## src/hw/etilir_pkg.sv

```systemverilog
// Constants and shared helpers for the edge-triggered input latch interrupt block
// Behaviour
// - Request and gate lines double as plain inputs
// - Request edge selectable rising or falling
// - Reset gives rising edge, latching off
// - Latch mode captures input port on edge
// - Qualifying edge sets pending flag bit 17
// - PCI interrupt only if enable bit 12 set
// - Latching holds until non-latching setting written
// - Unacknowledged latch is overwritten by next edge
// - Request and gate bits excluded from latch
// - Edges ignored while pending, except by the latch; first sets missed
// - Rise/fall flags recorded; software clears all four
// - One shared interrupt, no per-bit sources
// - Gate high blocks interrupt, latch and pending
// - Group bit 5 enables latch, bit 6 edge
// - Latch or interrupt edge match sets pending
package etilir_pkg;
    localparam int PORT_W = 8;
    localparam int REQ_BIT = 6;
    localparam int GATE_BIT = 7;
    localparam logic POL_RISING = 1'b0;
    localparam logic POL_FALLING = 1'b1;
    localparam logic [PORT_W-1:0] LATCH_RST = 8'h00;
    localparam logic [PORT_W-1:0] LATCH_MASK = 8'h3f;

    // True when the selected edge matches the observed one
    function automatic logic etilir_edge_match(input logic pol, input logic rise, input logic fall);
        etilir_edge_match = (pol == POL_RISING) ? rise : fall;
    endfunction : etilir_edge_match
endpackage : etilir_pkg

```

## src/hw/etilir_sync.sv

```systemverilog
// Two-flop synchroniser and edge detector for one input line
`timescale 1ns/10ps
module etilir_sync
    import etilir_pkg::*;
(
    // Clock and reset
    input wire logic sys_clk_i,
    input wire logic sys_rst_i,
    // Line
    input wire logic line_i,
    output logic level_o,
    output logic rise_o,
    output logic fall_o
);
    logic meta_q;
    logic sync_q;
    logic prev_q;

    // First flop feeds only the second
    always_ff @(posedge sys_clk_i) begin
        if (sys_rst_i) begin
            meta_q <= 1'b0;
            sync_q <= 1'b0;
            prev_q <= 1'b0;
        end else begin
            meta_q <= line_i;
            sync_q <= meta_q;
            prev_q <= sync_q;
        end
    end

    // Edges come from settled stages, so each edge is seen once
    assign level_o = sync_q;
    assign rise_o = sync_q & ~prev_q;
    assign fall_o = ~sync_q & prev_q;
endmodule : etilir_sync

```

## src/hw/etilir_latch.sv

```systemverilog
// Input data latch with request and gate bits masked out
`timescale 1ns/10ps
module etilir_latch
    import etilir_pkg::*;
(
    // Clock and reset
    input wire logic sys_clk_i,
    input wire logic sys_rst_i,
    // Capture
    input wire logic capture_i,
    input wire logic [PORT_W-1:0] port_i,
    output logic [PORT_W-1:0] data_o
);
    logic [PORT_W-1:0] data_q;

    // Newer capture simply overwrites, no acknowledge needed
    always_ff @(posedge sys_clk_i) begin
        if (sys_rst_i) begin
            data_q <= LATCH_RST;
        end else if (capture_i) begin
            data_q <= port_i & LATCH_MASK;
        end
    end

    assign data_o = data_q;
endmodule : etilir_latch

```

## src/hw/etilir_top.sv

```systemverilog
// External interrupt and input latch control logic
`timescale 1ns/10ps
module etilir_top
    import etilir_pkg::*;
(
    // Clock and reset
    input wire logic sys_clk_i,
    input wire logic sys_rst_i,
    // Field input port, request on bit 6, gate on bit 7
    input wire logic [PORT_W-1:0] port_i,
    // Configuration
    input wire logic irq_en_i,
    input wire logic irq_pol_i,
    input wire logic latch_en_i,
    input wire logic latch_pol_i,
    // Software clears, one-cycle pulses
    input wire logic clr_pending_i,
    input wire logic clr_missed_i,
    input wire logic clr_edges_i,
    // Status and data
    output logic [PORT_W-1:0] port_data_o,
    output logic [PORT_W-1:0] latch_data_o,
    output logic pending_o,
    output logic missed_o,
    output logic rise_flag_o,
    output logic fall_flag_o,
    output logic pci_irq_o
);
    logic req_lvl;
    logic req_rise;
    logic req_fall;
    logic gate_lvl;
    logic irq_hit;
    logic latch_hit;
    logic qualify;
    logic capture;
    logic pending_q;
    logic missed_q;
    logic rise_q;
    logic fall_q;
    logic irq_q;
    logic [PORT_W-1:0] port_q;

    // Request line synchroniser
    etilir_sync u_req (
        .sys_clk_i(sys_clk_i),
        .sys_rst_i(sys_rst_i),
        .line_i(port_i[REQ_BIT]),
        .level_o(req_lvl),
        .rise_o(req_rise),
        .fall_o(req_fall)
    );

    // Gate line synchroniser; its edges are not used
    etilir_sync u_gate (
        .sys_clk_i(sys_clk_i),
        .sys_rst_i(sys_rst_i),
        .line_i(port_i[GATE_BIT]),
        .level_o(gate_lvl),
        .rise_o(),
        .fall_o()
    );

    // Edge qualification; gate high blocks everything
    assign irq_hit = irq_en_i & etilir_edge_match(irq_pol_i, req_rise, req_fall);
    assign latch_hit = latch_en_i & etilir_edge_match(latch_pol_i, req_rise, req_fall);
    assign qualify = ~gate_lvl & (irq_hit | latch_hit);
    // Latch follows its own edge even when pending is already set
    assign capture = ~gate_lvl & latch_hit;

    etilir_latch u_latch (
        .sys_clk_i(sys_clk_i),
        .sys_rst_i(sys_rst_i),
        .capture_i(capture),
        .port_i(port_i),
        .data_o(latch_data_o)
    );

    // Pending flag, set wins over clear
    always_ff @(posedge sys_clk_i) begin
        if (sys_rst_i) begin
            pending_q <= 1'b0;
        end else if (qualify) begin
            pending_q <= 1'b1;
        end else if (clr_pending_i) begin
            pending_q <= 1'b0;
        end
    end

    // Missed flag: only first ignored edge while pending
    always_ff @(posedge sys_clk_i) begin
        if (sys_rst_i) begin
            missed_q <= 1'b0;
        end else if (qualify && pending_q && !missed_q) begin
            missed_q <= 1'b1;
        end else if (clr_missed_i) begin
            missed_q <= 1'b0;
        end
    end

    // Edge type flags, recorded on the accepted edge only
    always_ff @(posedge sys_clk_i) begin
        if (sys_rst_i) begin
            rise_q <= 1'b0;
            fall_q <= 1'b0;
        end else begin
            if (qualify && !pending_q && req_rise) begin
                rise_q <= 1'b1;
            end else if (clr_edges_i) begin
                rise_q <= 1'b0;
            end
            if (qualify && !pending_q && req_fall) begin
                fall_q <= 1'b1;
            end else if (clr_edges_i) begin
                fall_q <= 1'b0;
            end
        end
    end

    // Single shared interrupt; raised only by an enabled edge, held until pending clears or irq_en_i drops.
    // The clear pulse drops it on that edge even when a qualifying edge keeps pending set, so it never outlives the flag.
    always_ff @(posedge sys_clk_i) begin
        if (sys_rst_i) begin
            irq_q <= 1'b0;
        end else if (qualify && irq_hit && !pending_q) begin
            irq_q <= 1'b1;
        end else if (!pending_q || !irq_en_i || clr_pending_i) begin
            irq_q <= 1'b0;
        end
    end

    // Plain registered readback of all lines
    always_ff @(posedge sys_clk_i) begin
        if (sys_rst_i) begin
            port_q <= LATCH_RST;
        end else begin
            port_q <= port_i;
        end
    end

    assign port_data_o = port_q;
    assign pending_o = pending_q;
    assign missed_o = missed_q;
    assign rise_flag_o = rise_q;
    assign fall_flag_o = fall_q;
    assign pci_irq_o = irq_q;
    // Reset defaults (rising, no latch) are the software's port values at reset
endmodule : etilir_top

```

## config.mk

```make
export PLATFORM = sky130hd
export DESIGN_NAME = etilir_top
export DESIGN_NICKNAME = d
export VERILOG_FILES = /design/src/hw/etilir_pkg.sv /design/src/hw/etilir_sync.sv /design/src/hw/etilir_latch.sv /design/src/hw/etilir_top.sv
export SDC_FILE = /design/constraint.sdc
export NUM_CORES = 1
export LEC_CHECK = 0
export ABC_AREA = 1
export BUFFER_PORTS_ARGS = -buffer_cell sky130_fd_sc_hd__buf_2
export CORE_AREA = 5 5 51 53
export DETAILED_ROUTE_END_ITERATION = 10
export DIE_AREA = 0 0 56 58
export GPL_ROUTABILITY_DRIVEN = 0
export HOLD_SLACK_MARGIN = 0.06
export PLACE_DENSITY = 0.73
export SYNTH_ARGS = -nofsm -noshare
export SYNTH_HDL_FRONTEND = slang
export SYNTH_SLANG_ARGS = --single-unit
```

## constraint.sdc

```tcl
create_clock -name sys_clk_i -period 1.2 [get_ports sys_clk_i]
set_input_delay 0.24 -clock sys_clk_i [delete_from_list [all_inputs] [get_ports sys_clk_i]]
set_output_delay 0.24 -clock sys_clk_i [all_outputs]
set_load 0.03 [all_outputs]
```

==> impl_results.md <==
* WS Path Type: reg -> out
* Total gr overflow at 0
* Post-synthesis sequential area ratio at 49.9%
* Die width at 56 µm
* Initial antenna violation count at 0
* Register share of total power at 48.9%
* Final hold violation count at 0
* CP max FO at 3
* Maxcap violations at 0
* Root buffer cell: clkbuf_4
* Vias at 737
* IO Port Bufs at 35
* Synth Register Bits at 22
* Worst Setup Start Kind: flop
* Largest net degree at the start of global routing at 15
* Worst setup EP type: output pin
* Num CTS Buffers at 3
* Tot GR Track Use at 11.8%
* Power Internal at 0.00119 W
* Max Freq at 887 MHz
* Number of buffers on the longest clock path at 2
* Delay of the slowest critical-path stage at 0.37 ns
* H-tree depth at 1
* First-pass GRT wire length at 3020 µm
* CP required at 0.96 ns
* Combinational power share at 15.9%
* DRT met1 WL at 783 µm
* Switching part of the total at 25.5%
* Clk_lat worst skew at 0.31 ns
* Post-route setup TNS at 0 ns
* Post-Place Cells at 166
* DRT iter0 DRCs at 13
* Yosys warns at 0
* Final setup vio count at 0
* Tmin final at 1.13 ns
* Detailed Place HPWL at 1350 µm
* Hold Path Class: in -> reg
* CTS tree: done
* Starting Density at 41.9%
* Max reg flops at 7
* Top sig layer: met4
* Psw at 0.000409 W
* Drc violations at 0
* Final Cycle Share at 93.9%
* RSZ-0062 raised after global routing: false
* Critical R2R Launch: u_req.level_o$_SDFF_PP0_
* Routed WL at 1810 µm
* Gate count after technology mapping at 106
* First-pass DRT Iterations at 4
* Hold Buf Count CTS at 0
* Max-slew violations at 0
* Synth-to-Final Area Change at 28.8%
* Post-route insts no fill at 172
* Met3 wire len at 177 µm
* Crit-path leading delay family: flip-flops
* Final design utilization at 54.0%
* Mapped Area at 882 µm²
* Yosys cell types at 18
* Worst Path Arrival at 0.89 ns
* Drt wl/cell at 10.5 µm
* Avg Synthesized Cell Area at 8.32 µm²
* Core region area at 2110 µm²
* DIE AREA at 3250 µm²
* IO Pins at 38
* Row count at 17
* PwrDens at 1410 nW/µm²
* Diode count at 0
* Clock skew at 0.00803 ns
* WL met2 at 838 µm
* Routed Antenna Nets at 0
* Chip height at 58 µm
* Share of cells above drive strength 1 at 41.7%
* Min-Delay Startpoint: port_i[7]
* Critical Path Start: pending_o$_SDFFE_PP0P_
* Layout net count at 162
* Status: completed
* Num Clock Sinks at 22
* Critical Path Slowest Stage Cell: dfxtp_1
* Worst Path Buf+Inv at 1
* Clock-pin slew on the worst setup and hold paths at 0.12 ns
* Peak supply drop at 1.05 mV
* Vias per cell at 4.28
* Power share of the clock group at 35.1%
* Number of global-route vias before repair at 684
* Leakage power at 0.608 nW
* CP Cell Sequence: buf_2
Yosys cell counts (all sizes together):
| master | n | area share [%] |
|---|---|---|
| clkinv | 1 | 0.57 |
| o21ai | 7 | 5.7 |
| buf | 6 | 6.2 |
| inv | 27 | 11 |
| dfxtp | 22 | 50 |
| nor2 | 15 | 6.4 |
| a21oi | 10 | 8.2 |
| nand3 | 5 | 4.3 |
| nand4 | 1 | 0.71 |
| conb | 1 | 0.43 |
| nand2 | 11 | 6.1 |
path summary, 6_finish.rpt:
| kind | cells past startpoint | end | slack, ns |
|---|---|---|---|
| worst max-delay path | 1 | pending_o | 0.07 |
| worst min-delay path | 3 | u_gate.meta_q$_SDFF_PP0_ | 0.12 |
| worst max register to register | 7 | u_latch.data_o[2]$_SDFFE_PP0P_ | 0.09 |
| worst min register to register | 2 | u_req.level_o$_SDFF_PP0_ | 0.42 |
power by group through the flow:
| stage | sequential [W] | clock, W | combinational (W) |
|---|---|---|---|
| 2_1_floorplan | 0.000855 | 0 | 0.000120 |
| 3_3_place_gp | 0.000797 | 0 | 0.000240 |
| 3_5_place_dp | 0.000799 | 0 | 0.000245 |
| 4_1_cts | 0.000783 | 0.000575 | 0.000247 |
| 5_1_grt | 0.000788 | 0.000610 | 0.000278 |
| 6_report | 0.000782 | 0.000562 | 0.000255 |
cell usage in the layout (no fill, tap or decap), drive strengths merged:
cell type / instances
bufinv: 1
nand2: 11
buf: 39
conb: 2
o21ai: 7
inv: 27
nor2: 15
clkbuf: 3
clkinv: 1
a21oi: 10
nand3: 5
nand4: 1
dfxtp: 22
area by class of cell:
class	instances	area, µm²
Clock buffer	3	22.5
Clock inverter	1	30.0
Fill cell	221	970
Inverter	28	106
Multi-Input combinational cell	51	284
Sequential cell	22	440
Tap cell	28	35.0
Timing Repair Buffer	39	218
per-stage QoR:
| step | hold slack, ns | area [µm²] | setup WS (ns) | total power [W] |
|---|---|---|---|---|
| after floorplan | 0.309 | 886 | 0.177 | 0.000975 |
| after global placement | 0.406 | 1060 | 0.0896 | 0.00104 |
| after detailed placement | 0.414 | 1060 | 0.0455 | 0.00104 |
| after CTS | 0.117 | 1110 | 0.0423 | 0.00160 |
| after global routing | 0.108 | 1140 | 0.00440 | 0.00168 |
| final | 0.124 | 1140 | 0.0732 | 0.00160 |
metal layers:
| layer | vias to the layer above | global-route usage [%] |
|---|---|---|
| li1 | 381 | - |
| met1 | 325 | 13.8 |
| met2 | 28 | 19.0 |
| met3 | 3 | 6.46 |
| met4 | 0 | 3.05 |
| met5 | - | 0 |
logic make-up (layout without fill, tap and decap cells):
| group | count (synthesis) | count (layout) | share of synthesized area [%] |
|---|---|---|---|
| AO/OA/AOI/OAI | 17 | 17 | 13.9 |
| AND/OR/NAND/NOR | 32 | 32 | 17.4 |
| buffers and inverters | 34 | 71 | 18.3 |
| other | 1 | 2 | 0.425 |
| flip-flops | 22 | 22 | 49.9 |
repair_timing:
| action | CTS | global route |
|---|---|---|
| endpoints found under the hold margin | 0 | 0 |
| endpoints found under the setup margin | 0 | 6 |
| resized for setup | 0 | 0 |
| setup buffers | 0 | 2 |
(Power assumes the default switching activity.)
